**src/rtl/ppm_regs.svh**
```systemverilog
// register offsets, fields, reset values and function codes of the pulse monitor
`ifndef PPM_REGS_SVH
`define PPM_REGS_SVH
`define PPM_OFS_CTRL 8'h00
`define PPM_OFS_DIV 8'h04
`define PPM_OFS_GNUM 8'h08
`define PPM_OFS_GDEN 8'h0c
`define PPM_OFS_INPOS 8'h10
`define PPM_OFS_DEVLIM 8'h14
`define PPM_OFS_ROUGH 8'h18
`define PPM_OFS_DETLO 8'h1c
`define PPM_OFS_DETHI 8'h20
`define PPM_OFS_DETSIDE 8'h24
`define PPM_OFS_DETHYS 8'h28
`define PPM_OFS_INFUNC 8'h2c
`define PPM_OFS_OUTFUNC 8'h40
`define PPM_OFS_CUMMON 8'h60
`define PPM_OFS_CUMOVF 8'h64
`define PPM_OFS_CUMCNT 8'h68
`define PPM_OFS_STATUS 8'h6c
`define PPM_OFS_DROOP 8'h70
`define PPM_CTRL_CLRMODE 0
`define PPM_CTRL_STORE 1
`define PPM_ST_INPOS 0
`define PPM_ST_BUSY 1
`define PPM_ST_TRAVEL 2
`define PPM_ST_ROUGH 3
`define PPM_ST_DETECT 4
`define PPM_ST_FAULT 5
`define PPM_RST_GEAR 15'h0001
`define PPM_RST_DIV 16'h0001
`define PPM_RST_INPOS 15'h0064
`define PPM_RST_DEVLIM 19'h09c40
`define PPM_DEV_OFF 19'h0270f
`define PPM_MON_MAX 16'sh7fff
`define PPM_MON_MIN 16'sh8001
`define PPM_OVF_WEIGHT 32'sh00008000
`define PPM_DET_SCALE 14'h2710
`define PPM_GEAR_LIM 10'h384
`define PPM_FN_CLEAR 8'h34
`define PPM_FN_INPOS 8'h24
`define PPM_FN_INPOS_N 8'h88
`define PPM_FN_TRAVEL 8'h26
`define PPM_FN_TRAVEL_N 8'h8a
`define PPM_FN_DETECT 8'h3c
`define PPM_FN_DETECT_N 8'ha0
`define PPM_FN_BUSY 8'h3d
`define PPM_FN_BUSY_N 8'ha1
`define PPM_FN_ROUGH 8'h3e
`define PPM_FN_ROUGH_N 8'ha2
`endif

```
**src/rtl/ppm_pkg.sv**
```systemverilog
// types shared by the position pulse monitor
package ppm_pkg;
  typedef logic signed [31:0] ppm_pos_t;
  typedef enum logic [1:0] {PPM_SIDE_BOTH, PPM_SIDE_PLUS, PPM_SIDE_MINUS} ppm_side_t;
endpackage

```
**src/rtl/ppm_gear_scaler.sv**
```systemverilog
// step-rate scaler: position advances by mul/div per input step
`timescale 1ns/100ps
module ppm_gear_scaler #(
  parameter int RAT_W = 15
) (
  input wire logic core_clk_i, // clock
  input wire logic arst_n_i, // async reset
  input wire logic clr_i, // sync clear
  input wire logic step_i, // one input step
  input wire logic dir_i, // 1 forward
  input wire logic [RAT_W-1:0] mul_i, // ratio numerator
  input wire logic [RAT_W-1:0] div_i, // ratio denominator
  output ppm_pkg::ppm_pos_t pos_o // scaled position
);
  import ppm_pkg::*;
  if (RAT_W < 2 || RAT_W > 24) begin : g_bad_width
    $error("ppm_gear_scaler: RAT_W out of range");
  end
  // one output step per cycle: steps must come slower than ratio cycles
  logic signed [RAT_W+1:0] rem_reg;
  logic signed [RAT_W+1:0] rem_next;
  ppm_pos_t pos_reg;
  wire signed [RAT_W+1:0] mul_s = {2'b00, mul_i};
  wire signed [RAT_W+1:0] div_s = {2'b00, div_i};
  wire signed [RAT_W+1:0] in_term = step_i ? (dir_i ? mul_s : -mul_s) : '0;
  wire go_up = rem_reg >= div_s;
  wire go_dn = rem_reg <= -div_s;
  wire signed [RAT_W+1:0] out_term = go_up ? div_s : (go_dn ? -div_s : '0);
  assign rem_next = rem_reg + in_term - out_term;
  assign pos_o = pos_reg;
  always_ff @(posedge core_clk_i or negedge arst_n_i) begin
    if (!arst_n_i) begin
      rem_reg <= '0;
      pos_reg <= '0;
    end else if (clr_i) begin
      rem_reg <= '0;
      pos_reg <= '0;
    end else begin
      rem_reg <= rem_next;
      if (go_up) begin
        pos_reg <= pos_reg + 32'sd1;
      end else if (go_dn) begin
        pos_reg <= pos_reg - 32'sd1;
      end
    end
  end
endmodule

```
**src/rtl/ppm_top.sv**
```systemverilog
// position pulse monitor: cumulative counter, gear, droop and flags
`timescale 1ns/100ps
`include "ppm_regs.svh"
// Overview of operation
// cumulative count = division factor times (overflow times 32768 plus monitor)
// encoder feedback counts every quadrature edge, four per line
// clear mode 0 clears monitor and overflow on clear input rising edge
// clear mode 1 holds monitor and overflow at zero while clear input high
// clear input is taken only from terminals whose function code is 52
// storage 0: no save at power loss, counters cleared on drive reset
// storage 1: save at power loss, keep on reset, restore if option fitted
// no save when power is lost during a drive reset
// never save when the encoder option is absent
// gear numerator and denominator 1 to 32767, reset 1, scale command pulses
// gear ratio clamped to 1/900 .. 900
// in-position when droop magnitude at or below width, default 100
// droop = post-gear command minus post-gear feedback position
// droop reaching deviation limit raises fault and shuts output, default 40000
// deviation limit 9999 disables the fault
// command-active flag on terminal codes 61 positive, 161 negative
// in-position flag on terminal codes 36 positive, 136 negative
// rough-match range 0 to 32767, default 0
// detect value as low and high decimal halves, each 0 to 9999; the 14-bit registers take up to 16383 without a check
// detect side 0 both, 1 plus only, 2 minus only
// hysteresis width keeps the detect flag from chattering
// detect when pre-gear position exceeds high*10000+low
// rough match when remaining distance at or below range
// travel complete = in-position and not command-active
// monitor wraps past 32767, overflow counts signed with direction
// compare droop magnitude; fault at or above limit
module ppm_top #(
  parameter int NUM_IN = 2,
  parameter int NUM_OUT = 4
) (
  input wire logic core_clk_i, // 25 MHz clock
  input wire logic arst_n_i, // async reset, active low
  input wire logic [7:0] addr_i, // register byte address
  input wire logic [31:0] wr_data_i, // write data
  input wire logic wr_en_i, // write strobe
  input wire logic rd_en_i, // read strobe
  output logic [31:0] rd_data_o, // read data, cycle after strobe
  input wire logic enc_a_i, // encoder phase a pin
  input wire logic enc_b_i, // encoder phase b pin
  input wire logic [NUM_IN-1:0] term_in_i, // input terminal pins
  input wire logic cmd_step_i, // command pulse, one cycle
  input wire logic cmd_dir_i, // command direction, 1 forward
  input wire ppm_pkg::ppm_pos_t target_pos_i, // pre-gear target position
  input wire logic pos_cmd_busy_i, // position command running
  input wire logic drive_reset_i, // drive reset in progress pin
  input wire logic power_fail_i, // main power lost pin
  input wire logic power_up_i, // main power up pin
  input wire logic enc_option_i, // encoder option fitted pin
  input wire logic [15:0] nv_mon_i, // stored monitor value
  input wire logic [15:0] nv_ovf_i, // stored overflow count
  output logic [NUM_OUT-1:0] term_out_o, // output terminals
  output logic excessive_deviation_fault_o, // fault, output shut off
  output logic nv_save_o, // save pulse to memory
  output logic [15:0] nv_mon_o, // monitor value to save
  output logic [15:0] nv_ovf_o // overflow count to save
);
  import ppm_pkg::*;
  if (NUM_IN < 1 || NUM_IN > 4 || NUM_OUT < 1 || NUM_OUT > 8) begin : g_bad_count
    $error("ppm_top: terminal count out of range");
  end
  localparam int SW = NUM_IN + 6;

  // ------------------------------------------------------------
  // pin synchronisers
  // ------------------------------------------------------------
  logic [SW-1:0] sync1_reg;
  logic [SW-1:0] sync2_reg;
  logic [SW-1:0] sync3_reg;
  wire [SW-1:0] pin_raw = {enc_a_i, enc_b_i, drive_reset_i, power_fail_i,
                           power_up_i, enc_option_i, term_in_i};
  always_ff @(posedge core_clk_i or negedge arst_n_i) begin
    if (!arst_n_i) begin
      sync1_reg <= '0;
      sync2_reg <= '0;
      sync3_reg <= '0;
    end else begin
      sync1_reg <= pin_raw;
      sync2_reg <= sync1_reg;
      sync3_reg <= sync2_reg;
    end
  end
  wire enc_a = sync2_reg[SW-1];
  wire enc_b = sync2_reg[SW-2];
  wire enc_a_d = sync3_reg[SW-1];
  wire enc_b_d = sync3_reg[SW-2];
  wire drive_rst = sync2_reg[NUM_IN+3];
  wire pf_rise = sync2_reg[NUM_IN+2] & ~sync3_reg[NUM_IN+2];
  wire pu_rise = sync2_reg[NUM_IN+1] & ~sync3_reg[NUM_IN+1];
  wire option = sync2_reg[NUM_IN];
  wire [NUM_IN-1:0] term_in = sync2_reg[NUM_IN-1:0];

  // ------------------------------------------------------------
  // configuration registers
  // ------------------------------------------------------------
  logic clr_mode_reg;
  logic store_reg;
  logic [15:0] div_reg;
  logic [14:0] gnum_reg;
  logic [14:0] gden_reg;
  logic [14:0] inpos_reg;
  logic [18:0] devlim_reg;
  logic [14:0] rough_reg;
  logic [13:0] detlo_reg;
  logic [13:0] dethi_reg;
  logic [1:0] side_reg;
  logic [14:0] hyst_reg;
  logic [7:0] in_func_reg [NUM_IN];
  logic [7:0] out_func_reg [NUM_OUT];
  wire wr_hit_ctrl = wr_en_i && addr_i == `PPM_OFS_CTRL;
  wire wr_hit_div = wr_en_i && addr_i == `PPM_OFS_DIV;
  wire wr_hit_gnum = wr_en_i && addr_i == `PPM_OFS_GNUM;
  wire wr_hit_gden = wr_en_i && addr_i == `PPM_OFS_GDEN;
  wire wr_hit_inpos = wr_en_i && addr_i == `PPM_OFS_INPOS;
  wire wr_hit_devlim = wr_en_i && addr_i == `PPM_OFS_DEVLIM;
  wire wr_hit_rough = wr_en_i && addr_i == `PPM_OFS_ROUGH;
  wire wr_hit_detlo = wr_en_i && addr_i == `PPM_OFS_DETLO;
  wire wr_hit_dethi = wr_en_i && addr_i == `PPM_OFS_DETHI;
  wire wr_hit_side = wr_en_i && addr_i == `PPM_OFS_DETSIDE;
  wire wr_hit_hyst = wr_en_i && addr_i == `PPM_OFS_DETHYS;
  // zero is outside the gear range; store it as one so the ratio stays defined
  wire [14:0] gear_wr = (wr_data_i[14:0] == 15'h0000) ? 15'h0001 : wr_data_i[14:0];
  always_ff @(posedge core_clk_i or negedge arst_n_i) begin
    if (!arst_n_i) begin
      clr_mode_reg <= 1'b0;
      store_reg <= 1'b0;
      div_reg <= `PPM_RST_DIV;
      gnum_reg <= `PPM_RST_GEAR;
      gden_reg <= `PPM_RST_GEAR;
      inpos_reg <= `PPM_RST_INPOS;
      devlim_reg <= `PPM_RST_DEVLIM;
      rough_reg <= '0;
      detlo_reg <= '0;
      dethi_reg <= '0;
      side_reg <= PPM_SIDE_BOTH;
      hyst_reg <= '0;
    end else begin
      if (wr_hit_ctrl) begin
        clr_mode_reg <= wr_data_i[`PPM_CTRL_CLRMODE];
        store_reg <= wr_data_i[`PPM_CTRL_STORE];
      end
      if (wr_hit_div) div_reg <= wr_data_i[15:0];
      if (wr_hit_gnum) gnum_reg <= gear_wr;
      if (wr_hit_gden) gden_reg <= gear_wr;
      if (wr_hit_inpos) inpos_reg <= wr_data_i[14:0];
      if (wr_hit_devlim) devlim_reg <= wr_data_i[18:0];
      if (wr_hit_rough) rough_reg <= wr_data_i[14:0];
      if (wr_hit_detlo) detlo_reg <= wr_data_i[13:0];
      if (wr_hit_dethi) dethi_reg <= wr_data_i[13:0];
      if (wr_hit_side) side_reg <= wr_data_i[1:0];
      if (wr_hit_hyst) hyst_reg <= wr_data_i[14:0];
    end
  end

  // ------------------------------------------------------------
  // terminal function selection and input clear
  // ------------------------------------------------------------
  logic [NUM_IN-1:0] clr_sel;
  for (genvar i = 0; i < NUM_IN; i++) begin : g_in
    wire hit = wr_en_i && addr_i == 8'(`PPM_OFS_INFUNC + 4 * i);
    always_ff @(posedge core_clk_i or negedge arst_n_i) begin
      if (!arst_n_i) begin
        in_func_reg[i] <= '0;
      end else if (hit) begin
        in_func_reg[i] <= wr_data_i[7:0];
      end
    end
    assign clr_sel[i] = term_in[i] && in_func_reg[i] == `PPM_FN_CLEAR;
  end
  logic clr_lvl_d_reg;
  wire clr_lvl = |clr_sel;
  wire clr_edge = clr_lvl & ~clr_lvl_d_reg;
  wire cum_clear = clr_mode_reg ? clr_lvl : clr_edge;
  wire rst_clear = drive_rst & ~store_reg;

  // ------------------------------------------------------------
  // quadrature decode and cumulative counter
  // ------------------------------------------------------------
  wire enc_step = enc_a ^ enc_a_d ^ enc_b ^ enc_b_d;
  wire enc_fwd = enc_a_d ^ enc_b;
  logic signed [15:0] mon_reg;
  logic signed [15:0] ovf_reg;
  logic signed [15:0] mon_next;
  logic signed [15:0] ovf_next;
  wire restore = pu_rise & store_reg & option;
  always_comb begin
    mon_next = mon_reg;
    ovf_next = ovf_reg;
    if (cum_clear || rst_clear) begin
      mon_next = '0;
      ovf_next = '0;
    end else if (restore) begin
      mon_next = nv_mon_i;
      ovf_next = nv_ovf_i;
    end else if (enc_step && enc_fwd) begin
      if (mon_reg == `PPM_MON_MAX) begin
        mon_next = '0;
        ovf_next = ovf_reg + 16'sd1;
      end else begin
        mon_next = mon_reg + 16'sd1;
      end
    end else if (enc_step) begin
      if (mon_reg == `PPM_MON_MIN) begin
        mon_next = '0;
        ovf_next = ovf_reg - 16'sd1;
      end else begin
        mon_next = mon_reg - 16'sd1;
      end
    end
  end
  // save only on a clean power loss with storage on and option fitted
  wire save_now = pf_rise & store_reg & option & ~drive_rst;
  always_ff @(posedge core_clk_i or negedge arst_n_i) begin
    if (!arst_n_i) begin
      clr_lvl_d_reg <= 1'b0;
      mon_reg <= '0;
      ovf_reg <= '0;
      nv_save_o <= 1'b0;
      nv_mon_o <= '0;
      nv_ovf_o <= '0;
    end else begin
      clr_lvl_d_reg <= clr_lvl;
      mon_reg <= mon_next;
      ovf_reg <= ovf_next;
      nv_save_o <= save_now;
      if (save_now) begin
        nv_mon_o <= mon_reg;
        nv_ovf_o <= ovf_reg;
      end
    end
  end
  wire signed [31:0] cum_base = 32'(ovf_reg) * `PPM_OVF_WEIGHT + 32'(mon_reg);
  wire signed [31:0] cum_cnt = 32'(cum_base * $signed({16'h0000, div_reg}));

  // ------------------------------------------------------------
  // electronic gear and positions
  // ------------------------------------------------------------
  wire [24:0] num_x = 25'(gnum_reg) * 25'(`PPM_GEAR_LIM);
  wire [24:0] den_x = 25'(gden_reg) * 25'(`PPM_GEAR_LIM);
  wire ratio_low = num_x < 25'(gden_reg);
  wire ratio_high = 25'(gnum_reg) > den_x;
  wire [14:0] mul_eff = ratio_low ? 15'h0001 :
                        (ratio_high ? 15'(`PPM_GEAR_LIM) : gnum_reg);
  wire [14:0] div_eff = ratio_low ? 15'(`PPM_GEAR_LIM) :
                        (ratio_high ? 15'h0001 : gden_reg);
  ppm_pos_t cmd_post;
  ppm_pos_t fb_pre;
  ppm_pos_t cmd_pre_reg;
  ppm_pos_t fb_post_reg;
  ppm_gear_scaler #(.RAT_W(15)) u_cmd_gear (
    .core_clk_i(core_clk_i),
    .arst_n_i(arst_n_i),
    .clr_i(drive_rst),
    .step_i(cmd_step_i),
    .dir_i(cmd_dir_i),
    .mul_i(mul_eff),
    .div_i(div_eff),
    .pos_o(cmd_post)
  );
  // feedback back to command units for the pre-gear current position
  ppm_gear_scaler #(.RAT_W(15)) u_fb_gear (
    .core_clk_i(core_clk_i),
    .arst_n_i(arst_n_i),
    .clr_i(drive_rst),
    .step_i(enc_step),
    .dir_i(enc_fwd),
    .mul_i(div_eff),
    .div_i(mul_eff),
    .pos_o(fb_pre)
  );
  always_ff @(posedge core_clk_i or negedge arst_n_i) begin
    if (!arst_n_i) begin
      cmd_pre_reg <= '0;
      fb_post_reg <= '0;
    end else if (drive_rst) begin
      cmd_pre_reg <= '0;
      fb_post_reg <= '0;
    end else begin
      if (cmd_step_i) cmd_pre_reg <= cmd_dir_i ? cmd_pre_reg + 32'sd1 : cmd_pre_reg - 32'sd1;
      if (enc_step) fb_post_reg <= enc_fwd ? fb_post_reg + 32'sd1 : fb_post_reg - 32'sd1;
    end
  end

  // ------------------------------------------------------------
  // droop, fault and position flags
  // ------------------------------------------------------------
  wire signed [31:0] droop = cmd_post - fb_post_reg;
  wire [31:0] droop_abs = droop[31] ? 32'(-droop) : 32'(droop);
  wire inpos = droop_abs <= 32'(inpos_reg);
  wire fault_set = devlim_reg != `PPM_DEV_OFF && droop_abs >= 32'(devlim_reg);
  wire signed [31:0] remain = target_pos_i - cmd_pre_reg;
  wire [31:0] remain_abs = remain[31] ? 32'(-remain) : 32'(remain);
  wire rough = remain_abs <= 32'(rough_reg);
  wire signed [31:0] det_thr = 32'(dethi_reg) * 32'(`PPM_DET_SCALE) + 32'(detlo_reg);
  wire signed [31:0] hyst = 32'(hyst_reg);
  logic plus_on_reg;
  logic minus_on_reg;
  // hysteresis sits below the plus threshold and above the minus one
  wire plus_next = plus_on_reg ? (fb_pre > det_thr - hyst) : (fb_pre > det_thr);
  wire minus_next = minus_on_reg ? (fb_pre < -det_thr + hyst) : (fb_pre < -det_thr);
  wire detect = (side_reg != PPM_SIDE_MINUS && plus_on_reg) ||
                (side_reg != PPM_SIDE_PLUS && minus_on_reg);
  logic [5:0] flags_reg;
  always_ff @(posedge core_clk_i or negedge arst_n_i) begin
    if (!arst_n_i) begin
      plus_on_reg <= 1'b0;
      minus_on_reg <= 1'b0;
      flags_reg <= '0;
      excessive_deviation_fault_o <= 1'b0;
    end else begin
      plus_on_reg <= plus_next;
      minus_on_reg <= minus_next;
      flags_reg[`PPM_ST_INPOS] <= inpos;
      flags_reg[`PPM_ST_BUSY] <= pos_cmd_busy_i;
      flags_reg[`PPM_ST_TRAVEL] <= inpos & ~pos_cmd_busy_i;
      flags_reg[`PPM_ST_ROUGH] <= rough;
      flags_reg[`PPM_ST_DETECT] <= detect;
      flags_reg[`PPM_ST_FAULT] <= excessive_deviation_fault_o;
      // sticky until drive reset; a new trip in that cycle wins
      if (fault_set) begin
        excessive_deviation_fault_o <= 1'b1;
      end else if (drive_rst) begin
        excessive_deviation_fault_o <= 1'b0;
      end
    end
  end

  // ------------------------------------------------------------
  // output terminals
  // ------------------------------------------------------------
  for (genvar i = 0; i < NUM_OUT; i++) begin : g_out
    wire hit = wr_en_i && addr_i == 8'(`PPM_OFS_OUTFUNC + 4 * i);
    wire [7:0] fn = out_func_reg[i];
    wire val = fn == `PPM_FN_INPOS ? flags_reg[`PPM_ST_INPOS] :
               fn == `PPM_FN_INPOS_N ? ~flags_reg[`PPM_ST_INPOS] :
               fn == `PPM_FN_BUSY ? flags_reg[`PPM_ST_BUSY] :
               fn == `PPM_FN_BUSY_N ? ~flags_reg[`PPM_ST_BUSY] :
               fn == `PPM_FN_TRAVEL ? flags_reg[`PPM_ST_TRAVEL] :
               fn == `PPM_FN_TRAVEL_N ? ~flags_reg[`PPM_ST_TRAVEL] :
               fn == `PPM_FN_ROUGH ? flags_reg[`PPM_ST_ROUGH] :
               fn == `PPM_FN_ROUGH_N ? ~flags_reg[`PPM_ST_ROUGH] :
               fn == `PPM_FN_DETECT ? flags_reg[`PPM_ST_DETECT] :
               fn == `PPM_FN_DETECT_N ? ~flags_reg[`PPM_ST_DETECT] : 1'b0;
    always_ff @(posedge core_clk_i or negedge arst_n_i) begin
      if (!arst_n_i) begin
        out_func_reg[i] <= '0;
        term_out_o[i] <= 1'b0;
      end else begin
        if (hit) out_func_reg[i] <= wr_data_i[7:0];
        term_out_o[i] <= val;
      end
    end
  end

  // ------------------------------------------------------------
  // read back
  // ------------------------------------------------------------
  logic [31:0] rd_mux;
  always_comb begin
    rd_mux = '0;
    if (addr_i == `PPM_OFS_CTRL) begin
      rd_mux = {30'h0, store_reg, clr_mode_reg};
    end else if (addr_i == `PPM_OFS_DIV) begin
      rd_mux = 32'(div_reg);
    end else if (addr_i == `PPM_OFS_GNUM) begin
      rd_mux = 32'(gnum_reg);
    end else if (addr_i == `PPM_OFS_GDEN) begin
      rd_mux = 32'(gden_reg);
    end else if (addr_i == `PPM_OFS_INPOS) begin
      rd_mux = 32'(inpos_reg);
    end else if (addr_i == `PPM_OFS_DEVLIM) begin
      rd_mux = 32'(devlim_reg);
    end else if (addr_i == `PPM_OFS_ROUGH) begin
      rd_mux = 32'(rough_reg);
    end else if (addr_i == `PPM_OFS_DETLO) begin
      rd_mux = 32'(detlo_reg);
    end else if (addr_i == `PPM_OFS_DETHI) begin
      rd_mux = 32'(dethi_reg);
    end else if (addr_i == `PPM_OFS_DETSIDE) begin
      rd_mux = 32'(side_reg);
    end else if (addr_i == `PPM_OFS_DETHYS) begin
      rd_mux = 32'(hyst_reg);
    end else if (addr_i == `PPM_OFS_CUMMON) begin
      rd_mux = 32'(mon_reg);
    end else if (addr_i == `PPM_OFS_CUMOVF) begin
      rd_mux = 32'(ovf_reg);
    end else if (addr_i == `PPM_OFS_CUMCNT) begin
      rd_mux = cum_cnt;
    end else if (addr_i == `PPM_OFS_STATUS) begin
      rd_mux = 32'(flags_reg);
    end else if (addr_i == `PPM_OFS_DROOP) begin
      rd_mux = droop;
    end
    for (int i = 0; i < NUM_IN; i++) begin
      if (addr_i == 8'(`PPM_OFS_INFUNC + 4 * i)) rd_mux = 32'(in_func_reg[i]);
    end
    for (int i = 0; i < NUM_OUT; i++) begin
      if (addr_i == 8'(`PPM_OFS_OUTFUNC + 4 * i)) rd_mux = 32'(out_func_reg[i]);
    end
  end
  always_ff @(posedge core_clk_i or negedge arst_n_i) begin
    if (!arst_n_i) begin
      rd_data_o <= '0;
    end else begin
      rd_data_o <= rd_en_i ? rd_mux : 32'h0000_0000;
    end
  end
endmodule

```
**config.mk**
```make
export PLATFORM = sky130hd
export DESIGN_NAME = ppm_top
export DESIGN_NICKNAME = d
export VERILOG_FILES = /design/src/rtl/ppm_pkg.sv /design/src/rtl/ppm_gear_scaler.sv /design/src/rtl/ppm_top.sv
export VERILOG_INCLUDE_DIRS = /design/src /design/src/rtl
export SDC_FILE = /design/constraint.sdc
export NUM_CORES = 2
export LEC_CHECK = 0
export BUFFER_PORTS_ARGS = -buffer_cell sky130_fd_sc_hd__buf_2
export CAP_MARGIN = 20
export CORE_MARGIN = 2
export CORE_UTILIZATION = 70
export CTS_BUF_LIST = sky130_fd_sc_hd__clkbuf_4
export DETAILED_ROUTE_END_ITERATION = 8
export PLACE_DENSITY_LB_ADDON = 0.3
export SLEW_MARGIN = 20
export SYNTH_ARGS = -nofsm -noshare
export SYNTH_HDL_FRONTEND = slang
export SYNTH_SLANG_ARGS = --single-unit
```
**constraint.sdc**
```tcl
create_clock -name core_clk_i -period 38.9 [get_ports core_clk_i]
set_clock_uncertainty 0.15 [all_clocks]
set_input_delay 7.78 -clock core_clk_i [delete_from_list [all_inputs] [get_ports core_clk_i]]
set_output_delay 7.78 -clock core_clk_i [all_outputs]
set_load 0.01 [all_outputs]
```
# Word-level counts from Yosys, hierarchy flattened

Index checks and enable logic that the tools add are counted.

Order comparisons: 13
Eq/ne operators: 69
$add $sub $neg: 29
Multiply operators: 4
Bitwise gates (word level): 25
Shift-type cells: 0
Muxes and demuxes: 109
Reduce and logical (&&, ||, !) cells: 36
Divide/modulo/power cells: 0

Operators by type and width:

| operator                                                             | count |
|---|---|
| 32-bit two-way mux                                                   | 37 |
| 8-bit by 6-bit == test with 1-bit output, second input constant      | 27 |
| 16-bit two-way mux                                                   | 12 |
| 17-bit two-way mux                                                   | 10 |
| 8-bit == test, second input constant                                 | 20 |
| 32-bit by 2-bit adder with 32-bit output, second input constant      | 4 |
| 32-bit by 2-bit subtractor with 32-bit output, second input constant | 4 |
| 15-bit two-way mux                                                   | 5 |
| 8-bit by 7-bit == test with 1-bit output, second input constant      | 9 |
| 15-bit negation with 17-bit output                                   | 4 |
| 32-bit by 30-bit greater-than comparator with 1-bit output           | 2 |
| 32-bit by 15-bit less-or-equal comparator with 1-bit output          | 2 |
| 32-bit < comparator                                                  | 2 |
| 32-bit negation                                                      | 2 |
| 32-bit subtractor                                                    | 2 |
| 15-bit by 8-bit multiplier with 23-bit output, second input constant | 2 |
| 1-bit two-way mux                                                    | 45 |
| 17-bit adder                                                         | 2 |
| 17-bit by 16-bit greater-or-equal comparator with 1-bit output       | 2 |
| 17-bit less-or-equal comparator                                      | 2 |
| 17-bit subtractor                                                    | 2 |
| 16-bit by 2-bit adder with 16-bit output, second input constant      | 2 |
| 31-bit by 16-bit adder with 32-bit output                            | 1 |
| 32-bit by 16-bit adder with 32-bit output                            | 1 |
| other kinds (29)                                                     | 84 |

Output and inout bits: 70
Bits of input ports: 119
Latch bits: 0
Memories: 0
Register bits: 487
Word-level logic and storage cells: 327
ROM bits: 0
Bits in writable memories: 0

# Depth between registers and ports, before layout

Depth after elaboration: 24
Depth in mapped cells: 61
Gate-level depth less buffers: 57

# Modules after synthesis

Synthesis repeated with hierarchy kept, for this count alone.

Cells, all modules: 7567
Area, all modules: 64410.5 um^2

Modules (own cells, without submodules):

| module                       | sequential area each (um^2) | instances | area an instance (um^2) | cells each |
|---|---|---|---|---|
| ppm_top                      | 9648.0                      | 1         | 52054.9                 | 6026 |
| ppm_gear_scaler (u_fb_gear)  | 1226.2                      | 1         | 6326.1                  | 776 |
| ppm_gear_scaler (u_cmd_gear) | 1226.2                      | 1         | 6029.5                  | 765 |

# Worst setup path after synthesis

No wires, ideal clock.

Kind: input port to flip-flop
Start point: input target_pos_i[1]
End point: register flags_reg[3]
Cell stages on the path: 26
Data arrival time: 12.111 ns
Setup slack: 26.514 ns
Buffers on the path: 2
Library setup time: 0.125 ns
Cell sequence: ha_1 nor2b_1 o31a_1 o21ai_1 nand3_1 o211ai_1 nand3_1 nand2_1 o2111ai_1 a2111o_1 and3_1 clkbuf_1 clkbuf_1 a21oi_1 xor2_1 ha_1 nor2b_1 o21ai_0 nand2b_1 a21oi_1 nor2b_1 o21ai_0 a21oi_1 a31oi_1 nand4_1 a2111oi_0

Word-level cells in the longest chain between the ends: 4

Ends and longest elaborated chain:

| what                                                            | line           | source |
|---|---|---|
| start: declaration                                              | ppm_top.sv:47  | `input wire ppm_pkg::ppm_pos_t target_pos_i,` |
| 32-bit subtractor (*)                                           | ppm_top.sv:294 | `wire signed [31:0] remain = target_pos_i - cmd_pre_reg;` |
| 32-bit negation                                                 | ppm_top.sv:295 | `wire [31:0] remain_abs = remain[31] ? 32'(-remain) : 32'(remain);` |
| 32-bit two-way mux (*)                                          | ppm_top.sv:295 |  |
| 32-bit by 15-bit less-or-equal comparator with 1-bit output (*) | ppm_top.sv:296 | `wire rough = remain_abs <= 32'(rough_reg);` |
| named net rough                                                 | ppm_top.sv:296 |  |
| end signal: indexed assignment                                  | ppm_top.sv:316 | `` flags_reg[`PPM_ST_INPOS] <= inpos; `` |
| end signal: indexed assignment                                  | ppm_top.sv:317 | `` flags_reg[`PPM_ST_BUSY] <= pos_cmd_busy_i; `` |
| end signal: indexed assignment                                  | ppm_top.sv:318 | `` flags_reg[`PPM_ST_TRAVEL] <= inpos & ~pos_cmd_busy_i; `` |
| end: declaration                                                | ppm_top.sv:306 | `logic [5:0] flags_reg;` |

Mark *: on every way through the listed nets, which the timed path passes. The rest lies on a longest branch.
A chain may end at the register's enable or synchronous reset.

# Worst setup path in the final report

Start point: register gden_reg[1]
End point: register u_fb_gear.rem_reg[16]

Word-level cells in the longest chain between the ends: 10
Elaborated cells on any way between the ends: 19
Classes of those cells: 5 x add/sub; 1 x mul; 4 x order compare; 9 x mux

Ends and longest elaborated chain:

| what                                                                  | line                                                                | source |
|---|---|---|
| start: declaration                                                    | ppm_top.sv:103                                                      | `logic [14:0] gden_reg;` |
| start signal: assignment                                              | ppm_top.sv:132                                                      | `` gden_reg <= `PPM_RST_GEAR; `` |
| start signal: assignment                                              | ppm_top.sv:147                                                      | `if (wr_hit_gden) gden_reg <= gear_wr;` |
| 15-bit by 8-bit multiplier with 23-bit output                         | ppm_top.sv:242                                                      | `` wire [24:0] den_x = 25'(gden_reg) * 25'(`PPM_GEAR_LIM); `` |
| 15-bit by 25-bit greater-than comparator with 1-bit output            | ppm_top.sv:244                                                      | `wire ratio_high = 25'(gnum_reg) > den_x;` |
| 15-bit two-way mux, on equally long branches                          | ppm_top.sv:248, ppm_top.sv:246                                      |  |
| 15-bit two-way mux, on equally long branches                          | ppm_top.sv:247, ppm_top.sv:245                                      |  |
| 15-bit negation with 17-bit output, on equally long branches          | ppm_gear_scaler.sv:25, ppm_gear_scaler.sv:27, ppm_gear_scaler.sv:28 |  |
| 17-bit two-way mux or 17-bit less-or-equal comparator (tied branches) | ppm_gear_scaler.sv:25, ppm_gear_scaler.sv:27                        |  |
| 17-bit two-way mux, on equally long branches                          | ppm_gear_scaler.sv:25, ppm_gear_scaler.sv:28                        |  |
| 17-bit adder or 17-bit two-way mux (tied branches)                    | ppm_gear_scaler.sv:29, ppm_gear_scaler.sv:28                        |  |
| 17-bit subtractor (*)                                                 | ppm_gear_scaler.sv:29                                               | `assign rem_next = rem_reg + in_term - out_term;` |
| 17-bit two-way mux (*)                                                | ppm_gear_scaler.sv:35                                               | `end else if (clr_i) begin` |
| end signal: assignment                                                | ppm_gear_scaler.sv:39                                               | `rem_reg <= rem_next;` |
| end: declaration                                                      | ppm_gear_scaler.sv:20                                               | `logic signed [RAT_W+1:0] rem_reg;` |

Mark *: on every way between the ends. The rest lies on a longest branch, timed or not.

==> run summary <==
Worst Setup Slack, final: 23.65 ns
DP Cell Count: 8539
Mean Syn Cell Area: 8.57 µm²
Sequential fraction of the synthesis area: 0.192
Row cnt: 110
Outcome: completed
CP Max Fanout: 14
Clock Latency Late Sink: 1.08 ns
CP max-delay cell: nor4_1
Port Buf Inserts: 175
Die width: 304 µm
Avg WL per Cell: 21.8 µm
Synth-to-layout area growth: 6.18%
Hold_ws: 0.197 ns
DRT Pass-1 Iters: 8
Final Non-Filler Cells: 8788
Hold WC Path Type: reg -> reg
Synthesis Warnings: 0
First-pass GRT wire length: 303000 µm
Hold buffer count at cts: 0
Initial core utilization: 0.704
Slowest stage delay, CP: 0.66 ns
Cell area after placement: 65200 µm²
Fin. Hold Viols: 0
Critical hold path startpoint: sync1_reg[3]
Post-Route Utilization: 0.747
Fmax: 65.6 MHz
Io pins: 189
H-tree levels: 4
Delay-heaviest family, CP: compound AO/OA/AOI/OAI gates
Leak pwr: 33.0 nW
R2r startpoint: gden_reg[1]
Fillers: 6789
Total global routing overflow: 0
Hpwl dp: 148000 µm
Asr flop ratio synth: 1.00
Number of distinct library cells after synthesis: 106
Mapped Cells: 7356
Final Max Slew Viols: 0
Max Cap Viol: 0
Placeable Area: 89600 µm²
Critical path data required time: 39.69 ns
Clk buf depth: 3
All-Layer GR Usage: 0.414
Largest net degree at the start of global routing: 112
Routed WL: 192000 µm
Setup TNS: 0 ns
Rel. slew slack: 0.216
Arrival @ worst endpoint: 16.04 ns
Vias/cell: 6.44
Crit path launch: gden_reg[1]
Final min period: 15.25 ns
Die ar.: 92500 µm²
Share of cells above drive strength 1: 0.102
Initial antenna violation count: 26
Die outline height: 304 µm
Post-cts gate resize count: 0
VDD IR-drop max: 0.102 mV
Multi-input logic area: 46600 µm²
Slew @ Worst Pin: 1.18 ns
Layout Nets: 8859
Buf/Inv on CP: 6
TritonCTS Buffers: 138
Mapped Area: 63000 µm²
Power, Total: 4.39 mW
CP Launch Type: flip-flop
Routed via count: 56600
Yosys reg bits: 483
Post-synth net total: 8712
Clock-pin slew on the worst setup and hold paths: 0.07 ns
Final period utilization: 0.392
DRC violations left: 0
RSZ-0062 raised after global routing: no
Final Cell Area: 66900 µm²
Vias in the first global route: 56200
DR iter-0 viols: 5473
CTS sink cnt: 483
Post-CTS Setup Inserts: 0
Endpoint type of the worst setup path: flip-flop
CP most frequent cell: ha_1
CTS root buffer: clkbuf_4
Count of flip-flops with a built-in enable after synthesis: 0
Pre-CTS setup slack: 24.18 ns
CTS tree: done
Routability Congestion: 1.02
Critical path class: reg -> reg
Antenna viol nets, final: 0
Seq. cell area: 12100 µm²
Final setup fails: 0
PD cells: 65.6 nW/µm²
Post-synth top flop: dfrtp_1
[final timing paths]
check | slack (ns) | cells after the start | to
max | 23.65 | 55 | u_fb_gear.rem_reg[16]
min | 0.20 | 0 | sync2_reg[3]
max reg2reg | 23.65 | 55 | u_fb_gear.rem_reg[16]
min reg2reg | 0.20 | 0 | sync2_reg[3]
max in group asynchronous | 28.98 | 4 | ovf_reg[8]
min in group asynchronous | 6.65 | 1 | u_cmd_gear.rem_reg[15]
[worst reg2reg max path, delay by kind of cell (launching register included)]
| family | cells | cell delay [ns] |
|---|---|---|
| adder cells (fa/ha/maj) | 10 | 3.77 |
| XOR/XNOR | 2 | 0.37 |
| buffers and inverters | 6 | 1.13 |
| flip-flops | 1 | 0.60 |
| AND/OR/NAND/NOR | 14 | 4.04 |
| AO/OA/AOI/OAI | 23 | 5.06 |
[cell usage in the layout, fill, tap and decap left out, drive strengths merged, types with 40 or more instances in the layout]
cell,synthesis,layout
fa,420,420
and3,49,49
buf,27,262
inv,909,915
dfrtp,472,472
ha,817,817
nor4,53,53
o21bai,65,65
or3,43,43
nor2b,80,80
xor2,129,129
mux2,232,232
clkbuf,228,181
a211oi,70,70
o21a,84,84
xnor2,301,301
nand2b,80,80
and2,159,159
a31oi,56,56
a21o,133,133
nor3,147,147
clkinv,0,44
nand4,75,75
nor2,457,457
o21ai,291,291
nand2,748,748
o211ai,50,50
a21oi,488,488
nand3,120,120
mux2i,40,40
[logic make-up (layout without fill, tap and decap cells)]
family / after synthesis / after routing / synth area share
multiplexers: 272 / 272 / 0.0478
XOR/XNOR: 438 / 438 / 0.0633
AO/OA/AOI/OAI: 1631 / 1631 / 0.169
other: 0 / 11 / 0
adder cells (fa/ha/maj): 1237 / 1237 / 0.296
AND/OR/NAND/NOR: 2131 / 2131 / 0.163
flip-flops: 483 / 483 / 0.192
buffers and inverters: 1164 / 1409 / 0.0694
[where the power goes]
part	switching (mW)	internal, mW
sequential	0.110	0.583
clock	0.249	0.246
combinational	1.88	1.32
total	2.24	2.15
[cell type report]
cell class | instances | area share
well taps | 1176 | 0.0220
diodes | 11 | 0.000411
clock buffers | 181 | 0.0203
clock inverters | 57 | 0.00568
inverters | 909 | 0.0510
flip-flops and latches | 483 | 0.181
multi-input cells | 5709 | 0.697
repair buffers | 262 | 0.0230
[layer usage]
layer	up-vias	global-route usage	wire, µm
met5	-	0	190
met4	30	0.195	9640
met3	636	0.0991	20000
met2	2797	0.651	85600
met1	27200	0.541	76400
li1	25900	-	-
[synth_stat cells (75+ instances only)]
cell / n / area [µm²]
dfrtp_1: 472 / 11800
nor2b_1: 80 / 500
mux2_2: 232 / 2610
inv_1: 908 / 3410
and2_1: 159 / 995
nand3_1: 120 / 601
a21oi_1: 488 / 2440
xor2_1: 128 / 1120
ha_1: 817 / 10200
a21o_1: 132 / 991
o21ai_0: 282 / 1410
nand2b_1: 80 / 500
nor2_1: 457 / 1720
nand4_1: 75 / 469
nand2_1: 748 / 2810
fa_1: 420 / 8410
xnor2_1: 298 / 2610
nor3_1: 145 / 726
o21a_1: 84 / 631
clkbuf_1: 228 / 856
(Power assumes the default switching activity.)
